<file path="src/acr_regs.svh">
// Constants for the converter conversion control and result readout block
`ifndef ACR_REGS_SVH
`define ACR_REGS_SVH

// ==========================================================
// Widths and positions
`define ACR_DATA_W       16
`define ACR_FIFO_DEPTH   4
`define ACR_MSB_IDX      4'hF
`define ACR_LAST_BIT     4'hF
`define ACR_NBITS        5'h10
`define ACR_BYTE_W       8

// ==========================================================
// Synchronised pin vector layout
`define ACR_NSYNC        11
`define ACR_PIN_START    0
`define ACR_PIN_PD       1
`define ACR_PIN_RESET    2
`define ACR_PIN_CS       3
`define ACR_PIN_RD       4
`define ACR_PIN_CODING   5
`define ACR_PIN_SERIAL   6
`define ACR_PIN_SWAP     7
`define ACR_PIN_EXT      8
`define ACR_PIN_RDC      9
`define ACR_PIN_SCLK     10
// Idle levels: start, chip select and read enable high, the rest low
`define ACR_SYNC_RST     11'h019

// ==========================================================
// Timing
`define ACR_CLK_PERIOD_NS  8
`define ACR_BIT_TIME_NS    40
`define ACR_INIT_TIME_NS   200
`define ACR_SCLK_HALF_NS   16
`define ACR_BIT_BASE_CYC   4'((`ACR_BIT_TIME_NS + `ACR_CLK_PERIOD_NS - 1) / `ACR_CLK_PERIOD_NS)
`define ACR_INIT_CYC       8'((`ACR_INIT_TIME_NS + `ACR_CLK_PERIOD_NS - 1) / `ACR_CLK_PERIOD_NS)
`define ACR_SCLK_HALF_CYC  4'((`ACR_SCLK_HALF_NS + `ACR_CLK_PERIOD_NS - 1) / `ACR_CLK_PERIOD_NS)

`endif

</file>
<file path="src/acr_pkg.sv">
// Types shared by the converter readout block
package acr_pkg;

  // ==========================================================
  // Main sequencer states
  typedef enum logic [2:0] {
    ST_IDLE  = 3'h0,
    ST_CONV  = 3'h1,
    ST_SHIFT = 3'h2,
    ST_HOLD  = 3'h3,
    ST_INIT  = 3'h4
  } acr_state_e;

endpackage : acr_pkg

</file>
<file path="src/acr_fifo.sv">
// Small result FIFO with valid and ready on both sides
`timescale 1ns/100ps
module acr_fifo #(
  parameter int WIDTH = 16,
  parameter int DEPTH = 4
) (
  input  wire logic             core_clk,
  input  wire logic             rst,
  input  wire logic             in_valid,
  output logic                  in_ready,
  input  wire logic [WIDTH-1:0] in_data,
  output logic                  out_valid,
  input  wire logic             out_ready,
  output logic      [WIDTH-1:0] out_data
);
  localparam int AW = $clog2(DEPTH);

  logic [WIDTH-1:0] mem [DEPTH];
  logic [AW:0]      wr_ptr_reg;
  logic [AW:0]      rd_ptr_reg;
  wire              push;
  wire              pop;

  // Pointers carry one extra bit so full and empty are told apart
  assign in_ready  = (wr_ptr_reg[AW-1:0] != rd_ptr_reg[AW-1:0]) || (wr_ptr_reg[AW] == rd_ptr_reg[AW]);
  assign out_valid = (wr_ptr_reg != rd_ptr_reg);
  assign out_data  = mem[rd_ptr_reg[AW-1:0]];
  assign push      = in_valid && in_ready;
  assign pop       = out_valid && out_ready;

  always_ff @(posedge core_clk) begin
    if (push) begin
      mem[wr_ptr_reg[AW-1:0]] <= in_data;
    end
  end

  always_ff @(posedge core_clk) begin
    if (rst) begin
      wr_ptr_reg <= '0;
      rd_ptr_reg <= '0;
    end else begin
      wr_ptr_reg <= wr_ptr_reg + (AW+1)'(push);
      rd_ptr_reg <= rd_ptr_reg + (AW+1)'(pop);
    end
  end

endmodule : acr_fifo

</file>
<file path="src/acr_readout.sv">
// Conversion control and result readout of a 16-bit successive-approximation converter
// What this block does
// A start pin falling edge begins a conversion, regardless of select and read.
// A running conversion finishes; start edges and power-down cannot restart or abort it.
// Host returns start high before the maximum low time, or after conversion ends.
// Interface outputs float unless chip select and read enable are both low.
// Output coding select picks two's complement or straight binary results.
// Reset pin rising edge aborts conversion and floats the data bus.
// Reset pin falling edge clears the bus and pulses busy for initialisation.
// Serial/parallel select low uses the parallel bus, high the serial port.
// With selects tied low the bus always shows the latest result, except in reset.
// Host may read a result after its conversion or during the next one.
// Host finishes reads during a conversion within its first half.
// Byte order select swaps the result bytes on the data bus.
// Serial mode shifts 16 bits out, most significant first, one per clock.
// Each serial bit stays valid across both edges of its clock pulse.
// Internal clock mode drives serial clock and frame valid, both optionally inverted.
// Master serial sends after conversion or during the next, per read-during select.
// Master read-during clock follows the bit steps, longer for low bits.
// Master read-after keeps busy high until all 16 bits are out.
// External clock counts only with select low; shifting needs select and read low.
// External clock may be continuous or idle high or low between bursts.
// Host toggles an external clock only while busy is low.
// Busy is high during conversion and falls when the result is ready.
// Host discards the first 128 results after power-up unless reset is pulsed.
// Busy rises one cycle after an accepted start; starts are ignored while busy.
`timescale 1ns/100ps
`include "acr_regs.svh"
module acr_readout import acr_pkg::*; (
  input  wire logic                   core_clk,
  input  wire logic                   rst,
  input  wire logic                   conversion_start_n,
  input  wire logic                   power_down_input,
  input  wire logic                   reset_pin,
  input  wire logic                   chip_select_n,
  input  wire logic                   read_enable_n,
  input  wire logic                   output_coding_select,
  input  wire logic                   serial_parallel_select,
  input  wire logic                   byte_order_select,
  input  wire logic                   clock_source_select,
  input  wire logic                   read_during_convert_select,
  input  wire logic                   invert_serial_select,
  input  wire logic                   sclk_in,
  input  wire logic [`ACR_DATA_W-1:0] sar_data,
  output logic      [`ACR_DATA_W-1:0] data_out,
  output logic                        data_oe,
  output logic                        busy,
  output logic                        serial_data_output,
  output logic                        serial_data_oe,
  output logic                        sclk_out,
  output logic                        sclk_oe,
  output logic                        frame_valid
);

  // ==========================================================
  // Pin synchronisers
  wire  [`ACR_NSYNC-1:0] pin_raw;
  logic [`ACR_NSYNC-1:0] sync1_reg;
  logic [`ACR_NSYNC-1:0] sync2_reg;
  localparam logic [`ACR_NSYNC-1:0] SYNC_RST = `ACR_SYNC_RST;
  assign pin_raw = {sclk_in, read_during_convert_select, clock_source_select, byte_order_select,
                    serial_parallel_select, output_coding_select, read_enable_n, chip_select_n,
                    reset_pin, power_down_input, conversion_start_n};
  genvar gi;
  generate
    for (gi = 0; gi < `ACR_NSYNC; gi++) begin : g_sync
      always_ff @(posedge core_clk) begin
        if (rst) begin
          sync1_reg[gi] <= SYNC_RST[gi];
          sync2_reg[gi] <= SYNC_RST[gi];
        end else begin
          sync1_reg[gi] <= pin_raw[gi];
          sync2_reg[gi] <= sync1_reg[gi];
        end
      end
    end
  endgenerate
  wire start_s  = sync2_reg[`ACR_PIN_START];
  wire pd_s     = sync2_reg[`ACR_PIN_PD];
  wire rpin_s   = sync2_reg[`ACR_PIN_RESET];
  wire cs_s     = sync2_reg[`ACR_PIN_CS];
  wire rd_s     = sync2_reg[`ACR_PIN_RD];
  wire coding_s = sync2_reg[`ACR_PIN_CODING];
  wire serial_s = sync2_reg[`ACR_PIN_SERIAL];
  wire swap_s   = sync2_reg[`ACR_PIN_SWAP];
  wire ext_s    = sync2_reg[`ACR_PIN_EXT];
  wire rdc_s    = sync2_reg[`ACR_PIN_RDC];
  wire sclk_s   = sync2_reg[`ACR_PIN_SCLK];
  // ==========================================================
  // Edge detection and state
  logic                   prev_start_reg;
  logic                   prev_rpin_reg;
  logic                   prev_sclk_reg;
  acr_state_e             state_reg, state_next;
  logic [3:0]             step_idx_reg, step_idx_next;
  logic [3:0]             step_cnt_reg, step_cnt_next;
  logic [4:0]             bit_cnt_reg, bit_cnt_next;
  logic [3:0]             half_cnt_reg, half_cnt_next;
  logic                   sclk_ph_reg, sclk_ph_next;
  logic [7:0]             init_cnt_reg, init_cnt_next;
  logic [4:0]             slv_bit_reg, slv_bit_next;
  logic                   slv_ph_reg, slv_ph_next;
  logic [`ACR_DATA_W-1:0] latest_reg;
  wire start_fall = prev_start_reg & ~start_s;
  wire rp_rise    = ~prev_rpin_reg & rpin_s;
  wire rp_fall    = prev_rpin_reg & ~rpin_s;
  wire sclk_edge  = prev_sclk_reg ^ sclk_s;
  // Mode decode
  wire selected     = ~cs_s & ~rd_s;
  wire master_ser   = serial_s & ~ext_s;
  wire master_rdc   = master_ser & rdc_s;
  wire slave_ser    = serial_s & ext_s;
  wire slave_active = slave_ser & selected;
  // FIFO hookup; a full FIFO refuses new starts, which is how the drain side pushes back
  wire                   fifo_in_ready;
  wire                   fifo_out_valid;
  wire [`ACR_DATA_W-1:0] fifo_out_data;
  wire [3:0]             step_len  = `ACR_BIT_BASE_CYC + {2'h0, step_idx_reg[3:2]};
  wire                   step_end  = (step_cnt_reg == step_len - 4'h1);
  wire                   conv_done = (state_reg == ST_CONV) && step_end && (step_idx_reg == `ACR_LAST_BIT);
  wire start_go = start_fall && (state_reg == ST_IDLE) && !pd_s && fifo_in_ready;
  wire [`ACR_DATA_W-1:0] coded = {sar_data[`ACR_DATA_W-1] ^ ~coding_s, sar_data[`ACR_DATA_W-2:0]};
  wire drain_ok = !slave_active && !((state_reg == ST_CONV) && master_rdc);
  wire pop      = fifo_out_valid && drain_ok;
  acr_fifo #(
    .WIDTH (`ACR_DATA_W),
    .DEPTH (`ACR_FIFO_DEPTH)
  ) u_fifo (
    .core_clk  (core_clk),
    .rst       (rst),
    .in_valid  (conv_done),
    .in_ready  (fifo_in_ready),
    .in_data   (coded),
    .out_valid (fifo_out_valid),
    .out_ready (drain_ok),
    .out_data  (fifo_out_data)
  );
  // ==========================================================
  // Sequencer
  always_comb begin
    state_next    = state_reg;
    step_idx_next = step_idx_reg;
    step_cnt_next = step_cnt_reg;
    bit_cnt_next  = bit_cnt_reg;
    half_cnt_next = half_cnt_reg;
    sclk_ph_next  = sclk_ph_reg;
    init_cnt_next = init_cnt_reg;
    case (state_reg)
      ST_IDLE: begin
        if (start_go) begin
          state_next    = ST_CONV;
          step_idx_next = 4'h0;
          step_cnt_next = 4'h0;
        end
      end
      ST_CONV: begin
        // Only a reset pin rising edge leaves this state early
        if (!step_end) begin
          step_cnt_next = step_cnt_reg + 4'h1;
        end else if (step_idx_reg != `ACR_LAST_BIT) begin
          step_idx_next = step_idx_reg + 4'h1;
          step_cnt_next = 4'h0;
        end else begin
          state_next    = (master_ser && !rdc_s) ? ST_SHIFT : ST_IDLE;
          bit_cnt_next  = 5'h00;
          half_cnt_next = 4'h0;
          sclk_ph_next  = 1'b0;
        end
      end
      ST_SHIFT: begin
        // Wait until the new result has reached the output register
        if (!fifo_out_valid) begin
          if (half_cnt_reg == `ACR_SCLK_HALF_CYC - 4'h1) begin
            half_cnt_next = 4'h0;
            sclk_ph_next  = ~sclk_ph_reg;
            if (sclk_ph_reg) begin
              bit_cnt_next = bit_cnt_reg + 5'h01;
              if (bit_cnt_reg == `ACR_NBITS - 5'h01) begin
                state_next = ST_IDLE;
              end
            end
          end else begin
            half_cnt_next = half_cnt_reg + 4'h1;
          end
        end
      end
      ST_HOLD: begin
        if (rp_fall) begin
          state_next    = ST_INIT;
          init_cnt_next = 8'h00;
        end
      end
      ST_INIT: begin
        if (init_cnt_reg == `ACR_INIT_CYC - 8'h01) begin
          state_next = ST_IDLE;
        end else begin
          init_cnt_next = init_cnt_reg + 8'h01;
        end
      end
      default: begin
        state_next = ST_IDLE;
      end
    endcase
    if (rp_rise) begin
      state_next = ST_HOLD;
    end
  end
  // External clock: two edges make one pulse, so either idle level works
  always_comb begin
    slv_bit_next = slv_bit_reg;
    slv_ph_next  = slv_ph_reg;
    if (!slave_active) begin
      slv_bit_next = 5'h00;
      slv_ph_next  = 1'b0;
    end else if (sclk_edge && (slv_bit_reg != `ACR_NBITS)) begin
      slv_ph_next = ~slv_ph_reg;
      if (slv_ph_reg) begin
        slv_bit_next = slv_bit_reg + 5'h01;
      end
    end
  end
  // ==========================================================
  // Output selection
  wire [3:0] ser_idx = slave_ser ? slv_bit_reg[3:0] : (rdc_s ? step_idx_reg : bit_cnt_reg[3:0]);
  wire ser_last  = slave_ser && (slv_bit_reg == `ACR_NBITS);
  wire sdo_next  = ser_last ? 1'b0 : latest_reg[`ACR_MSB_IDX - ser_idx];
  wire rdc_clk   = (state_reg == ST_CONV) && (step_cnt_reg < {1'b0, step_len[3:1]});
  wire after_clk = (state_reg == ST_SHIFT) && sclk_ph_reg;
  wire sclk_next = (rdc_s ? rdc_clk : after_clk) ^ invert_serial_select;
  wire fv_raw    = rdc_s ? (state_reg == ST_CONV) : ((state_reg == ST_SHIFT) && !fifo_out_valid);
  wire fv_next   = fv_raw ^ invert_serial_select;
  wire in_hold   = (state_next == ST_HOLD);
  wire [`ACR_DATA_W-1:0] bus_next = swap_s ? {latest_reg[`ACR_BYTE_W-1:0], latest_reg[`ACR_DATA_W-1:`ACR_BYTE_W]}
                                           : latest_reg;
  wire data_oe_next = !serial_s && selected && !in_hold;
  wire sdo_oe_next  = serial_s && selected && !in_hold;
  wire busy_next    = (state_next == ST_CONV) || (state_next == ST_SHIFT) || (state_next == ST_INIT);
  // ==========================================================
  // Registers
  always_ff @(posedge core_clk) begin
    if (rst) begin
      prev_start_reg <= 1'b1;
      prev_rpin_reg  <= 1'b0;
      prev_sclk_reg  <= 1'b0;
      state_reg      <= ST_IDLE;
      step_idx_reg   <= 4'h0;
      step_cnt_reg   <= 4'h0;
      bit_cnt_reg    <= 5'h00;
      half_cnt_reg   <= 4'h0;
      sclk_ph_reg    <= 1'b0;
      init_cnt_reg   <= 8'h00;
      slv_bit_reg    <= 5'h00;
      slv_ph_reg     <= 1'b0;
    end else begin
      prev_start_reg <= start_s;
      prev_rpin_reg  <= rpin_s;
      prev_sclk_reg  <= sclk_s;
      state_reg      <= state_next;
      step_idx_reg   <= step_idx_next;
      step_cnt_reg   <= step_cnt_next;
      bit_cnt_reg    <= bit_cnt_next;
      half_cnt_reg   <= half_cnt_next;
      sclk_ph_reg    <= sclk_ph_next;
      init_cnt_reg   <= init_cnt_next;
      slv_bit_reg    <= slv_bit_next;
      slv_ph_reg     <= slv_ph_next;
    end
  end

  // Latest result; the clear on reset release beats a pop in the same cycle
  always_ff @(posedge core_clk) begin
    if (rst || rp_fall) begin
      latest_reg <= '0;
    end else if (pop) begin
      latest_reg <= fifo_out_data;
    end
  end

  always_ff @(posedge core_clk) begin
    if (rst) begin
      data_out           <= '0;
      data_oe            <= 1'b0;
      busy               <= 1'b0;
      serial_data_output <= 1'b0;
      serial_data_oe     <= 1'b0;
      sclk_out           <= 1'b0;
      sclk_oe            <= 1'b0;
      frame_valid        <= 1'b0;
    end else begin
      data_out           <= rp_fall ? '0 : bus_next;
      data_oe            <= data_oe_next;
      busy               <= busy_next;
      serial_data_output <= sdo_next;
      serial_data_oe     <= sdo_oe_next;
      sclk_out           <= master_ser ? sclk_next : 1'b0;
      sclk_oe            <= master_ser && selected && !in_hold;
      frame_valid        <= master_ser ? fv_next : 1'b0;
    end
  end

  // ==========================================================
  // Checks
  start_busy_a: assert property (@(posedge core_clk) disable iff (rst)
    start_go |=> busy ##1 (state_reg == ST_CONV))
    else $error("accepted start did not raise busy");
  conv_runs_a: assert property (@(posedge core_clk) disable iff (rst)
    (state_reg == ST_CONV) && !conv_done && !rp_rise |=> (state_reg == ST_CONV))
    else $error("conversion left early");
  bus_float_a: assert property (@(posedge core_clk) disable iff (rst)
    (cs_s || rd_s) |=> !data_oe && !serial_data_oe && !sclk_oe)
    else $error("outputs driven while deselected");
  coding_sel_a: assert property (@(posedge core_clk) disable iff (rst)
    conv_done |-> ((coded ^ sar_data) == {!coding_s, 15'h0000}))
    else $error("wrong output coding");
  reset_abort_a: assert property (@(posedge core_clk) disable iff (rst)
    rp_rise |=> (state_reg == ST_HOLD) && !busy ##1 !data_oe)
    else $error("reset edge did not abort");
  reset_init_a: assert property (@(posedge core_clk) disable iff (rst)
    (state_reg == ST_HOLD) && rp_fall && !rp_rise |=> busy && (latest_reg == '0) && (data_out == '0))
    else $error("reset release did not start init");
  byte_swap_a: assert property (@(posedge core_clk) disable iff (rst)
    $past(swap_s) && !$past(rp_fall) |-> data_out == {$past(latest_reg[7:0]), $past(latest_reg[15:8])})
    else $error("byte order wrong");
  par_ser_a: assert property (@(posedge core_clk) disable iff (rst)
    serial_s |=> !data_oe)
    else $error("parallel bus driven in serial mode");
  busy_tail_a: assert property (@(posedge core_clk) disable iff (rst)
    (state_reg == ST_SHIFT) && (state_next == ST_IDLE) |-> (bit_cnt_reg == `ACR_NBITS - 5'h01) && sclk_ph_reg)
    else $error("busy fell before sixteen bits");
  master_clk_a: assert property (@(posedge core_clk) disable iff (rst)
    master_ser && selected && !in_hold && (state_reg == ST_IDLE) |=> sclk_oe
      && (sclk_out == $past(invert_serial_select)) && (frame_valid == $past(invert_serial_select)))
    else $error("internal serial clock not driven");

endmodule : acr_readout

</file>
<file path="config.mk">
export PLATFORM = sky130hd
export DESIGN_NAME = acr_readout
export DESIGN_NICKNAME = d
export VERILOG_FILES = /design/src/acr_pkg.sv /design/src/acr_fifo.sv /design/src/acr_readout.sv
export VERILOG_INCLUDE_DIRS = /design/src
export SDC_FILE = /design/constraint.sdc
export NUM_CORES = 1
export LEC_CHECK = 0
export ABC_AREA = 1
export BUFFER_PORTS_ARGS = -buffer_cell sky130_fd_sc_hd__buf_2
export CORE_AREA = 2 2 211 130
export CTS_CLUSTER_DIAMETER = 100
export DETAILED_ROUTE_END_ITERATION = 10
export DIE_AREA = 0 0 213 132
export GPL_TIMING_DRIVEN = 0
export PLACE_DENSITY_LB_ADDON = 0.15
export SLEW_MARGIN = 20
export SYNTH_ARGS = -nofsm -noshare
export SYNTH_HDL_FRONTEND = slang
export SYNTH_HIERARCHICAL = 1
export SYNTH_SLANG_ARGS = --single-unit
</file>
<file path="constraint.sdc">
create_clock -name core_clk -period 7.7 [get_ports core_clk]
set_clock_uncertainty 0.15 [all_clocks]
set_input_delay 0.77 -clock core_clk [delete_from_list [all_inputs] [get_ports core_clk]]
set_output_delay 0.77 -clock core_clk [all_outputs]
set_load 0.05 [all_outputs]
</file>
==> After elaboration in Yosys (flattened, before gate mapping) <==
Memory sizes are Yosys's and may differ from the RTL's. A register that Yosys moved wholly into a read port is not among the register bits.
Index checks and enable logic that the tools add are counted.
{ "classes": {"n_addsub": 11, "n_mul": 0, "div_mod_pow": 0, "order_cmp": 2, "n_eq_ne": 29, "shifts": 0, "n_mux": 47, "bitwise_logic": 23, "n_reduce_logical": 47} }
{ "op_table": {"columns": ["cell", "n"], "rows": [
  ["2-to-1 mux 4 bit", 11],
  ["2-to-1 mux 3 bit", 10],
  ["2-to-1 mux 5 bit", 5],
  ["one-hot mux 4 bit (2 select lines)", 3],
  ["logical AND 1 bit", 21],
  ["inequality test 2 bit (second input constant)", 9],
  ["2-to-1 mux 16 bit", 1],
  ["2-to-1 mux 8 bit", 2],
  ["one-hot mux 8 bit (2 select lines)", 1],
  ["one-hot mux 3 bit (5 select lines)", 1],
  ["adder 4 x 1 -> 4 bit (second input constant)", 3],
  ["equality test 3 x 2 -> 1 bit (second input constant)", 4],
  ["NOT 1 bit", 11],
  ["adder 5 x 1 -> 5 bit (second input constant)", 2],
  ["one-hot mux 5 bit (2 select lines)", 1],
  ["2-to-1 mux 1 bit", 9],
  ["adder 8 x 1 -> 8 bit (second input constant)", 1],
  ["AND 1 bit", 8],
  ["equality test 8 x 5 -> 1 bit (second input constant)", 1],
  ["AND reduction 4 bit", 2],
  ["OR reduction 2 bit", 4],
  ["logical NOT 1 bit", 7],
  ["adder 3 x 1 -> 3 bit", 2],
  ["equality test 3 x 1 -> 1 bit (second input constant)", 2],
  ["28 further kinds", 38]
]} }
{ "totals": {"register_bits": 89, "latchBits": 0, "ram_bits": 64, "mem_bits_ro": 0, "in_bits": 30, "elab_cells": 204, "mem_count": 1} }
{ "memory_table": {"columns": ["name", "words", "word_bits", "read_ports", "rd_ports_with_merged_regs", "wr", "line", "rtl"], "rows": [
  ["u_fifo.mem", 4, 16, 1, 1, 1, "acr_fifo.sv:18", "logic [WIDTH-1:0] mem [DEPTH];"]
]} }

==> Logic depth before layout (Yosys ltp) <==
Gate-level depths: netlist (run 1).
{ "logic_depth": {"word_depth": 11, "depth_mapped": 13} }

==> Hierarchy <==
Netlist (run 1), hierarchy kept.
{ "modules_own_cells": {"columns": ["mod", "n_inst", "cells_each", "area_per_inst_um2"], "rows": [
  ["acr_readout", 1, 619, 4535.6],
  ["acr_fifo", 1, 205, 2727.6]
]} }

==> Worst setup path after synthesis (run 1) <==
OpenSTA, ideal clock, no wires.
{ "synth_timing": {"path_kind": "flip-flop to flip-flop", "from": "reg step_idx_reg[2]", "to": "mem u_fifo.mem[0][0], enable pin", "setup_ns": 0.376, "arrival_time_ns": 1.924, "path_slack_ns": 5.250, "stages_incl_launch_ff": 9, "path_cell_list": "dfxtp_1 > ha_1 > inv_1 > nand2_1 > nand3_1 > nand3_2 > nor4_1 > nand2_4 > nor2_2"} }
{ "synth_between": {"elab_chain_len": 8} }
{ "synth_lines": {"columns": ["element", "line", "rtl"], "rows": [
  ["start, declared", "acr_readout.sv:95", "logic [3:0] step_idx_reg, step_idx_next;"],
  ["start signal, assigned", "acr_readout.sv:259", "step_idx_reg <= step_idx_next;"],
  ["adder 3 x 2 -> 4 bit (no source line)", null, null],
  ["subtractor 4 x 1 -> 4 bit", "acr_readout.sv:119", "wire step_end = (step_cnt_reg == step_len - 4'h1);"],
  ["equality test 4 bit", "acr_readout.sv:119", null],
  ["logical AND 1 bit", "acr_readout.sv:120", "wire conv_done = (state_reg == ST_CONV) && step_end && (step_idx_reg == `ACR_LAST_BIT);"],
  ["logical AND 1 bit *", "acr_readout.sv:120", null],
  ["via conv_done", "acr_readout.sv:120", null],
  ["logical AND 1 bit *", "acr_fifo.sv:28", "assign push = in_valid && in_ready;"],
  ["2-to-1 mux 1 bit *", "acr_fifo.sv:32", "if (push) begin"],
  ["2-to-1 mux 1 bit (implied by the code) *", "acr_fifo.sv:33", "mem[wr_ptr_reg[AW-1:0]] <= in_data;"],
  ["end, declared", "acr_fifo.sv:18", null]
]} }
The timed path passes the listed nets; every way through them passes the cells marked *.

==> Worst setup path in the final report (run 1) <==
{ "layout_timing": {"from": "reg step_idx_reg[2]", "to": "mem u_fifo.mem[3][0], enable pin"} }
The elaborated chain is that of the path after synthesis.

==> summary.md, run 1 <==
| Metric | Value |
|---|---|
| Outcome | `finished, final reports clean` |
| Kind of critical path | `flip-flop to flip-flop` |
| Synth Warn # | `6` |
| Via Count | `5,485` |
| Fmax | `0.320 GHz` |
| Vias in the first global route | `5,204` |
| Gpl congestion | `0.774` |
| CP max stage cell | `nor2_2` |
| Root buffer cell | `clkbuf_16` |
| I/O pin count | `53` |
| Static leakage | `3.43 nW` |
| Starting Density | `27.9%` |
| Final hold vios | `0` |
| Final Non-Filler Cells | `1,269` |
| Via density | `4.32` |
| Post-layout util | `32.8%` |
| GR Util All Layers | `13.9%` |
| R2R setup slack | `4.58 ns` |
| Antenna violations before repair | `0` |
| Post-Syn Area | `0.00726 sq mm` |
| DRC Markers | `0` |
| Commonest non-fill, non-tap cells in the layout | `nand2_1, nor2_1, dfxtp_1` |
| Clock Latency Late Sink | `0.43 ns` |
| Clock Tree Buf Depth | `2` |
| Postcts setup bufs | `0` |
| Synth Instances | `824` |
| Sequential area share after synthesis | `55.4%` |
| Multi-input logic area | `0.00274 sq mm` |
| Drt first pass iters | `5` |
| CTS tree | `done` |
| Worst hold path startpoint | `sync1_reg[5]$_SDFF_PP0_` |
| Worst path required time | `7.60 ns` |
| Netlist cell types | `39` |
| Min-delay worst type | `flip-flop to flip-flop` |
| RSZ-0062 raised after global routing | `false` |
| First-pass GRT wire length | `29.6 mm` |
| Final min period | `3.12 ns` |
| Clk slew on worst S/H paths | `0.07 ns` |
| Worst-Margin Slew | `1.01 ns` |
| Wirelength per Cell | `14.7 microns` |
| CP Cell Sequence | `ha_1 -> inv_1 -> nand2_1 -> nand3_1 -> nand3_2 -> nor4_1 -> nand2_4 -> nor2_2` |
| Clock sink count | `169` |
| Place WS | `4.53 ns` |
| Final Total Pwr | `2.21 mW` |
| Max reg flops | `64` |
| H-tree Lvls | `4` |
| Max-cap check violation count | `0` |
| Type of origin of the critical path | `flip-flop` |
| Register area | `0.00402 sq mm` |
| PwrDens | `258 mW/mm^2` |
| Layout cells sized above 1 | `16.1%` |
| Setup_tns | `0 ns` |
| Nets | `942` |
| Fin. max-slew vios | `0` |
| Placed inst area | `0.00797 sq mm` |
| Slew margin rel. | `32.7%` |
| Largest net degree at the start of global routing | `17` |
| Syn_nets | `871` |
| FP Rows | `46` |
| Chip Height | `132 microns` |
| Final WS setup | `4.58 ns` |
| Gr ovfl total | `0` |
| RR Startpoint | `step_idx_reg[2]$_SDFFE_PP0P_` |
| Endpoints failing setup | `0` |
| Num CTS Buffers | `17` |
| # port buffers | `52` |
| Critical path origin | `step_idx_reg[2]$_SDFFE_PP0P_` |
| Die X | `213 microns` |
| Tcrit/Tclk final | `40.5%` |
| Finished layout cell area | `0.00856 sq mm` |
| Hold slack | `0.250 ns` |
| Drt first-iter violations | `359` |
| DPL Wire Length | `13.7 mm` |
| Slowest Stage Delay on Critical Path | `0.79 ns` |
| Dpl cells | `1,236` |
| Arrival @ worst endpoint | `3.02 ns` |
| Area Growth Syn to Fin | `17.8%` |
| Antenna Nets Post-Route | `0` |
| Post-cts resize count | `0` |
| Filler cells | `2,747` |
| Routed WL | `18.6 mm` |
| Yosys reg bits | `169` |
| Syn avg cell area | `8.81 sq um` |
| Crit Path Max Fanout | `16` |
| CTS Hold Bufs | `0` |
| VDD IR max | `0.130 mV` |
| Die area | `0.0281 sq mm` |
| Commonest non-fill, non-tap cell in the layout | `nand2_1` |
| Core Footprint | `0.0261 sq mm` |
| CP endpoint kind | `flip-flop` |
[per-layer routing]
layer / vias to the layer above / GRT usage [%] / wire, microns
met4: 0 / 3.38 / 128
met2: 103 / 16.6 / 6450
met5: - / 0 / 0
met3: 12 / 3.50 / 846
li1: 2856 / - / -
met1: 2514 / 23.5 / 11200
[cells in the mapped netlist]
| cell | count | area (sq um) |
|---|---|---|
| edfxtp_1 | 64 | 1920 |
| nand3b_1 | 1 | 7.51 |
| a211oi_1 | 5 | 37.5 |
| and2_1 | 1 | 6.26 |
| buf_4 | 3 | 22.5 |
| and3_1 | 1 | 6.26 |
| ha_1 | 17 | 213 |
| o22ai_1 | 16 | 100 |
| nor3_2 | 2 | 20.0 |
| or2_2 | 10 | 62.6 |
| nand3_4 | 2 | 35.0 |
| a31oi_1 | 2 | 12.5 |
| buf_2 | 6 | 30.0 |
| inv_1 | 93 | 349 |
| o211ai_1 | 1 | 7.51 |
| o21ai_0 | 45 | 225 |
| nor2_1 | 119 | 447 |
| o31ai_1 | 1 | 7.51 |
| a211oi_2 | 14 | 175 |
| o21a_1 | 2 | 15.0 |
| clkbuf_2 | 3 | 15.0 |
| o21ai_1 | 4 | 20.0 |
| nand2_2 | 4 | 25.0 |
| nand2_1 | 149 | 559 |
| nand3_2 | 1 | 10.0 |
| nor3_1 | 9 | 45.0 |
| xor2_1 | 4 | 35.0 |
| nand3_1 | 53 | 265 |
| inv_2 | 6 | 22.5 |
| nor3b_1 | 3 | 22.5 |
| nand4_1 | 8 | 50.1 |
| a21oi_1 | 42 | 210 |
| buf_6 | 2 | 22.5 |
| clkbuf_1 | 11 | 41.3 |
| xnor2_1 | 5 | 43.8 |
| nor2_2 | 7 | 43.8 |
| nand2_4 | 2 | 22.5 |
| nor4_1 | 1 | 6.26 |
| dfxtp_1 | 105 | 2100 |
[worst paths after layout]
path | end | cells past startpoint
min reg2reg | coding_s$_SDFF_PP0_ | 2
max reg2reg | u_fifo/mem[3][0]$_DFFE_PP_ | 8
max | u_fifo/mem[3][0]$_DFFE_PP_ | 8
min | coding_s$_SDFF_PP0_ | 2
[worst max-delay path, delay by kind of cell (launching register included)]
kind                     cells  cell delay [ns]
AND/OR/NAND/NOR              6             1.69
adder cells (fa/ha/maj)      1             0.32
buffers and inverters        1             0.10
flip-flops                   1             0.49
[cell type report]
type                    instances  area share [%]
flip-flops and latches        169            47.0
multi-input cells             531            32.0
clock buffers                  20            5.58
well taps                     360            5.26
inverters                      99            4.34
repair buffers                 52            3.04
plain buffers                  25            1.54
clock inverters                12            1.21
diodes                          1          0.0292
[logic make-up (layout without fill, tap and decap cells)]
group | count (synthesis) | in the layout | synth area share, %
AOI/OAI and AO/OA | 132 | 132 | 11.2
other | 0 | 1 | 0
buffers and inverters | 124 | 208 | 6.92
DFF | 169 | 169 | 55.4
and+or+nand+nor | 373 | 373 | 22.5
xor gates and xnor gates | 9 | 9 | 1.09
adders and majority gates | 17 | 17 | 2.93
[where the power goes]
group / internal [mW] / switching [mW] / total (mW)
clock: 0.460 / 0.393 / 0.853
combinational: 0.107 / 0.245 / 0.352
sequential: 0.970 / 0.0328 / 1.00
Note: power is estimated with default switching activity, not from simulation.
==> run 2: changes to the inputs <==
- ABC_AREA: 1 -> 0
- CORE_AREA: 2 2 211 130 -> 2 2 207 127
- DIE_AREA: 0 0 213 132 -> 0 0 209 129
- clock period: 7.7 -> 2.5 ns (I/O delays scaled with it)
==> run 2 against run 1 <==
Net effect:
- the flow now finishes with violations (negative setup slack)
- via count fell by 15%
- final cell count fell by 19%
- worst setup slack got worse by 4.6 ns
- synthesized cell count fell by 31%
- core utilization rose by 3.3 points
- combinational power rose by 84%
- critical path type unchanged
- largest cell class unchanged
==> summary.md, run 2 <==
| Metric | Value |
|---|---|
| Sw Share | `25.1% (-5.3 points)` |
| I/O pin count | `53 (unchanged)` |
| Post-layout util | `36.1% (+3.3 points)` |
| Antenna violations before repair | `0 (unchanged)` |
| Arrival @ worst endpoint | `2.56 ns (-0.46 ns)` |
| Sequential area share after synthesis | `58.0% (+2.6 points)` |
| Yosys reg bits | `169 (unchanged)` |
| CP top delay family | `simple AND/OR/NAND/NOR gates` |
| Antenna cells | `0 (-1)` |
| EDFF count, synth | `64 (unchanged)` |
| Hold slack | `0.0832 ns (-0.167 ns)` |
| Layout cells sized above 1 | `25.3% (+9.2 points)` |
| Pint | `4.82 mW (+210%)` |
| Crit Path Max Fanout | `8 (-8)` |
| VDD IR max | `0.448 mV (+250%)` |
| Post-synth top area cell | `dfxtp_1` |
| Most frequent cells after synthesis | `dfxtp_1, nor2_1, edfxtp_1` |
| Synth Instances | `568 (-31%)` |
| Worst path required time | `2.50 ns (-5.10 ns)` |
| Area Growth Syn to Fin | `30.2%` |
| Switch Pwr | `1.62 mW (+140%)` |
| RSZ-0062 raised after global routing | `true` |
| Num CTS Buffers | `17 (unchanged)` |
| Netlist cell types | `64 (+64%)` |
| Synth Warn # | `6 (unchanged)` |
| Dpl cells | `950 (-23%)` |
| Wirelength per Cell | `16.3 microns (+11%)` |
| CP endpoint kind | `flip-flop` |
| Share of the synthesized area in the top cell type | `30.3% (+1.3 points)` |
| DPL Wire Length | `11.9 mm (-13%)` |
| Fmax | `0.389 GHz (+21%)` |
| Starting Density | `27.7% (-0.15 points)` |
| Max-cap check violation count | `0 (unchanged)` |
| Chip Height | `129 microns (-2.3%)` |
| Final hold vios | `0 (unchanged)` |
| Hold Path Sink | `u_fifo/mem[2][15]$_DFFE_PP_` |
| Syn avg cell area | `12.2 sq um (+39%)` |
| RR Startpoint | `step_idx_reg[3]$_SDFFE_PP0P_` |
| Post-Syn Area | `0.00694 sq mm (-4.4%)` |
| Static leakage | `3.45 nW (+0.59%)` |
| FF-to-FF End | `u_fifo/mem[0][8]$_DFFE_PP_` |
| Final Non-Filler Cells | `1,032 (-19%)` |
| Outcome | `complete, but fails checks` |
| Final min period | `2.57 ns (-0.552 ns)` |
| Sequential power share | `46.2% (+0.8 points)` |
| Die area | `0.0270 sq mm (-4.1%)` |
| Worst-Margin Slew | `0.737 ns (-0.272 ns)` |
| Slowest Stage Delay on Critical Path | `0.39 ns (-0.40 ns)` |
| Via Count | `4,655 (-15%)` |
| Min-delay worst type | `input port to flip-flop` |
| H-tree Lvls | `4 (unchanged)` |
| R2R setup slack | `-0.07 ns (-4.65 ns)` |
| Vias in the first global route | `4,668 (-10%)` |
| Comb power frac | `10.0% (-6.0 points)` |
| CP Depth | `8 (unchanged)` |
| Commonest non-fill, non-tap cells in the layout | `dfxtp_1, nor2_1, edfxtp_1` |
| Fin. max-slew vios | `0 (unchanged)` |
| CTS tree | `done` |
| Endpoints failing setup | `16 (+16)` |
| Syn_nets | `615 (-29%)` |
| Antenna Nets Post-Route | `0 (unchanged)` |
| PwrDens | `713 mW/mm^2 (+180%)` |
| WHS Path Cells | `2 (unchanged)` |
| Core Footprint | `0.0251 sq mm (-3.9%)` |
| Drt first-iter violations | `348 (-3.1%)` |
| Largest net degree at the start of global routing | `18 (+1)` |
| Max reg flops | `64 (unchanged)` |
| Ranking of synthesized cells by area | `dfxtp_1, edfxtp_1, mux2i_1` |
| Clk slew on worst S/H paths | `0.07 ns (about the same)` |
| Clock sink count | `169 (unchanged)` |
| Clock Tree Buf Depth | `2 (unchanged)` |
| CP max stage cell | `or3b_4` |
| Root buffer cell | `clkbuf_16` |
| Gpl congestion | `0.795 (+2.7%)` |
| Final WS setup | `-0.0684 ns (-4.65 ns)` |
| Gr ovfl total | `0 (unchanged)` |
| DRC Markers | `0 (unchanged)` |
| Nets | `737 (-22%)` |
| Part of the power in the clock network | `43.8% (+5.2 points)` |
| Slew margin rel. | `50.9% (+18 points)` |
| Commonest non-fill, non-tap cell in the layout | `dfxtp_1` |
| GR Util All Layers | `13.0% (-0.90 points)` |
| # port buffers | `52 (unchanged)` |
| Reg2reg path depth | `8 (unchanged)` |
| Routed WL | `16.8 mm (-9.8%)` |
| Clock Latency Late Sink | `0.43 ns (about the same)` |
| Count leader, synth | `dfxtp_1` |
| Main synth FF type | `dfxtp_1` |
| Kind of critical path | `flip-flop to flip-flop` |
| Place WS | `-0.769 ns (-5.30 ns)` |
| Drt first pass iters | `5 (unchanged)` |
| First-pass GRT wire length | `26.4 mm (-11%)` |
| Type of origin of the critical path | `flip-flop` |
| Worst path bufs/invs | `2 (+1)` |
| Fraction of registers with async set/reset | `0% (unchanged)` |
| FP Rows | `45 (-2.2%)` |
| Die X | `209 microns (-1.9%)` |
| Via density | `4.51 (+4.4%)` |
| CP Cell Sequence | `ha_4 -> xnor2_4 -> mux2i_4 -> nand3_4 -> inv_4 -> or3b_4 -> a31oi_4 -> buf_12` |
| Tcrit/Tclk final | `103% (+62 points)` |
| Failing checks | `negative setup slack` |
| Worst hold path startpoint | `sar_data[15]` |
| Final Total Pwr | `6.44 mW (+190%)` |
-- run 2: cell types whose count changed in the layout (fill, tap and decap cells not counted), sizes merged, moves of 21 or more --
cell and change:
nor2 -60, inv -85, nand2 -137, dlygate4sd3 +28, mux2i +46, nor2b +26, nand3 -37, buf +21
o21ai -33
-- run 2: worst max path at each step --
| stage | slack (ns) | end | start |
|---|---|---|---|
| 3_3_place_gp | -0.86 | u_fifo/mem[1][3]$_DFFE_PP_ | step_idx_reg[2]$_SDFFE_PP0P_ |
| 2_1_floorplan | -0.08 | u_fifo/mem[0][0]$_DFFE_PP_ | state_reg[0]$_SDFF_PP0_ |
| 6_report | -0.07 | u_fifo/mem[0][8]$_DFFE_PP_ | step_idx_reg[3]$_SDFFE_PP0P_ |
| 4_1_cts | -0.07 | u_fifo/mem[0][8]$_DFFE_PP_ | step_idx_reg[3]$_SDFFE_PP0P_ |
| 3_5_place_dp | -0.77 | latest_reg[7]$_SDFFE_PP0P_ | u_fifo/rd_ptr_reg[1]$_SDFF_PP0_ |
| 5_1_grt | -0.12 | u_fifo/mem[0][8]$_DFFE_PP_ | step_idx_reg[3]$_SDFFE_PP0P_ |
-- run 2: logic make-up (layout without fill, tap and decap cells) --
group                      Yosys count  count (layout)  share of synthesized area (%)
AOI/OAI and AO/OA                   67              67                           6.16
xor gates and xnor gates            27              27                           3.41
adders and majority gates           17              17                           3.06
buffers and inverters               35             170                           2.32
DFF                                169             169                           58.0
muxes                               65              65                           12.7
and+or+nand+nor                    188             188                           14.3
-- run 2: what timing repair did --
item / CTS / global route
gates resized for setup: 16 / 14
hold endpoints to repair: 79 / 0
hold buffers: 28 / 0
endpoints found under the setup margin: 107 / 79
pin swaps: 4 / 4
buffers inserted: 14 / 8
-- run 2: cell type report --
type / count / area [sq um]
Buffer: 19 / 110
Clock buffer: 17 / 425
Clock inverter: 15 / 211
Fill cell: 2456 / 16000
Inverter: 16 / 62.6
Multi-Input combinational cell: 364 / 2990
Sequential cell: 169 / 4040
Tap cell: 329 / 412
Timing Repair Buffer: 103 / 787
-- run 2: power by group through the flow --
stage	clock [mW]	combinational [mW]	sequential [mW]
2_1_floorplan	0	0.359	3.07
3_3_place_gp	0	0.552	3.04
3_5_place_dp	0	0.562	3.05
4_1_cts	2.89	0.627	2.98
5_1_grt	3.02	0.699	2.98
6_report	2.82	0.646	2.98
-- run 2: metal layers --
metal,wire length [microns],up-vias,part of all wire (%),global-route usage [%]
met5,0,-,0,0
met2,6950,78,41,18.4
li1,-,2299,-,-
met4,141,0,0.84,4.24
met1,9010,2269,54,19.4
met3,682,9,4.1,3.15
-- run 2: through the flow --
step | cell area, sq um | setup TNS (ns)
after global routing | 9040 | -2.54
final | 9040 | -1.03
after detailed placement | 7750 | -52.45
after CTS | 8920 | -1.32
after floorplan | 7040 | -1.99
after global placement | 7710 | -61.69
==> run 3: changes to the inputs <==
- CORE_AREA: 2 2 207 127 -> 2 2 164 102
- DIE_AREA: 0 0 209 129 -> 0 0 166 104
==> run 3 against run 2 <==
Net effect:
- the run still ends with negative setup slack left
- clock power fell by 12%
- sequential power hardly changed
- die area down 36%
- via count grew 1.1%
- core utilization is 20 points higher
- maximum frequency increased by 0.42%
- final cell count down 11%
- sequential cell count unchanged
- highest routed layer unchanged
==> summary.md, run 3 (same netlist as run 2, synthesis figures left out) <==
| Metric | Value |
|---|---|
| I/O pin count | `53 (unchanged)` |
| Largest net degree at the start of global routing | `17 (-1)` |
| RSZ-0062 raised after global routing | `true` |
| DRC Markers | `0 (unchanged)` |
| Endpoints failing setup | `36 (+20)` |
| Slowest Stage Delay on Critical Path | `0.38 ns (about the same)` |
| PwrDens | `692 mW/mm^2 (-2.9%)` |
| Final WS setup | `-0.0575 ns (+0.0108 ns)` |
| GR Util All Layers | `19.3% (+6.3 points)` |
| Final min period | `2.56 ns (-0.0108 ns)` |
| Antenna cells | `0 (unchanged)` |
| CP max stage cell | `or3b_4` |
| Root buffer cell | `clkbuf_16` |
| # port buffers | `52 (unchanged)` |
| Clock sink count | `169 (unchanged)` |
| DPL Wire Length | `10.7 mm (-10%)` |
| Worst path required time | `2.49 ns (about the same)` |
| Place WS | `-0.714 ns (+0.0547 ns)` |
| Antenna Nets Post-Route | `0 (unchanged)` |
| Commonest non-fill, non-tap cells in the layout | `dfxtp_1, nor2_1, edfxtp_1` |
| Tcrit/Tclk final | `102% (-0.43 points)` |
| Commonest non-fill, non-tap cell in the layout | `dfxtp_1` |
| Layout cells sized above 1 | `25.1% (-0.21 points)` |
| Arrival @ worst endpoint | `2.55 ns (about the same)` |
| Die area | `0.0173 sq mm (-36%)` |
| Via density | `5.15 (+14%)` |
| Drt first-iter violations | `262 (-25%)` |
| Vias in the first global route | `4,768 (+2.1%)` |
| Type of origin of the critical path | `flip-flop` |
| Max reg flops | `64 (unchanged)` |
| Via Count | `4,704 (+1.1%)` |
| CP Cell Sequence | `ha_4 -> xnor2_4 -> mux2i_4 -> nand3_4 -> inv_4 -> or3b_4 -> a31oi_4 -> buf_6` |
| FP Rows | `36 (-20%)` |
| Wirelength per Cell | `17.4 microns (+6.8%)` |
| Outcome | `complete, but fails checks` |
| Clock Tree Buf Depth | `2 (unchanged)` |
| Gpl congestion | `0.816 (+2.7%)` |
| Setup_tns | `-1.19 ns (-0.163 ns)` |
| Register area | `0.00404 sq mm (unchanged)` |
| Core Footprint | `0.0158 sq mm (-37%)` |
| Clock Latency Late Sink | `0.43 ns (about the same)` |
| Drt first pass iters | `4 (-1)` |
| Worst-Margin Slew | `0.683 ns (-0.0545 ns)` |
| Fin. max-slew vios | `0 (unchanged)` |
| Hold slack | `0.0518 ns (-0.0315 ns)` |
| First-pass GRT wire length | `25.6 mm (-3.2%)` |
| Area Growth Syn to Fin | `27.1%` |
| Gr ovfl total | `0 (unchanged)` |
| Final Total Pwr | `6.11 mW (-5.2%)` |
| Max-cap check violation count | `0 (unchanged)` |
| Fmax | `0.391 GHz (+0.42%)` |
| Clk slew on worst S/H paths | `0.06 ns (about the same)` |
| Crit Path Max Fanout | `8 (unchanged)` |
| Nets | `739 (+0.27%)` |
| Chip Height | `104 microns (-19%)` |
| CP endpoint kind | `flip-flop` |
| Filler cells | `1,330 (-46%)` |
| Multi-input logic area | `0.00300 sq mm (+0.29%)` |
| Final hold vios | `0 (unchanged)` |
| Post-layout util | `55.8% (+20 points)` |
| Slew margin rel. | `54.5% (+3.6 points)` |
| VDD IR max | `0.474 mV (+5.9%)` |
| CTS tree | `done` |
| Antenna violations before repair | `0 (unchanged)` |
| Die X | `166 microns (-21%)` |
| Static leakage | `3.41 nW (-1.1%)` |
| Starting Density | `43.9% (+16 points)` |
| Routed WL | `15.9 mm (-5.4%)` |
| Num CTS Buffers | `17 (unchanged)` |
| Kind of critical path | `flip-flop to flip-flop` |
| H-tree Lvls | `4 (unchanged)` |
| Min-delay worst type | `input port to flip-flop` |
| Failing checks | `negative setup slack` |
run 3: timing repair:
item,CTS,global route
resized for setup,21,19
endpoints found under the setup margin,106,91
cloned,2,0
hold endpoints to repair,79,0
pin swaps,6,7
hold buffers,28,0
buffers inserted,21,6
run 3: path summary, 6_finish.rpt:
kind,to,depth (start not counted),startpoint,slack [ns]
max,u_fifo/mem[0][4]$_DFFE_PP_,8,step_idx_reg[3]$_SDFFE_PP0P_,-0.06
min,u_fifo/mem[3][15]$_DFFE_PP_,2,sar_data[15],0.05
max reg2reg,u_fifo/mem[0][4]$_DFFE_PP_,8,step_idx_reg[3]$_SDFFE_PP0P_,-0.06
min reg2reg,start_s$_SDFF_PP1_,1,sync1_reg[0]$_SDFF_PP1_,0.26
run 3: area by class of cell:
type,instances,share of cell area (%)
sequential,169,45.8
multi-input combinational,364,34.0
timing repair buffer,105,8.98
clock buffer,19,4.91
tap,209,2.96
clock inverter,13,1.39
buffer,19,1.25
inverter,16,0.709
run 3: critical path, delay by kind of cell, from the launching register on:
kind                       cells  cell delay (ns)
muxes                          1             0.33
and+or+nand+nor                2             0.50
DFF                            1             0.36
AOI/OAI and AO/OA              1             0.19
buffers and inverters          2             0.26
xor gates and xnor gates       1             0.20
adders and majority gates      1             0.26
run 3: power breakdown:
group | switching, mW | internal [mW] | leakage (nW)
Combinational | 0.358 | 0.296 | 1.72
Clock | 1.10 | 1.38 | 0.262
Sequential | 0.0586 | 2.92 | 1.43
run 3: per-stage QoR:
stage / cell area (sq um) / cells
after floorplan: 7040 / 568
after global placement: 7560 / 829
after detailed placement: 7580 / 829
after CTS: 8790 / 912
after global routing: 8820 / 914
final: 8820 / 914
run 3: layer usage:
metal	vias to the layer above	track usage, %	part of all wire [%]
met1	2282	29.3	51
li1	2307	-	-
met4	0	5.96	1.2
met5	-	0	0
met3	12	4.83	5.1
met2	103	26.9	42
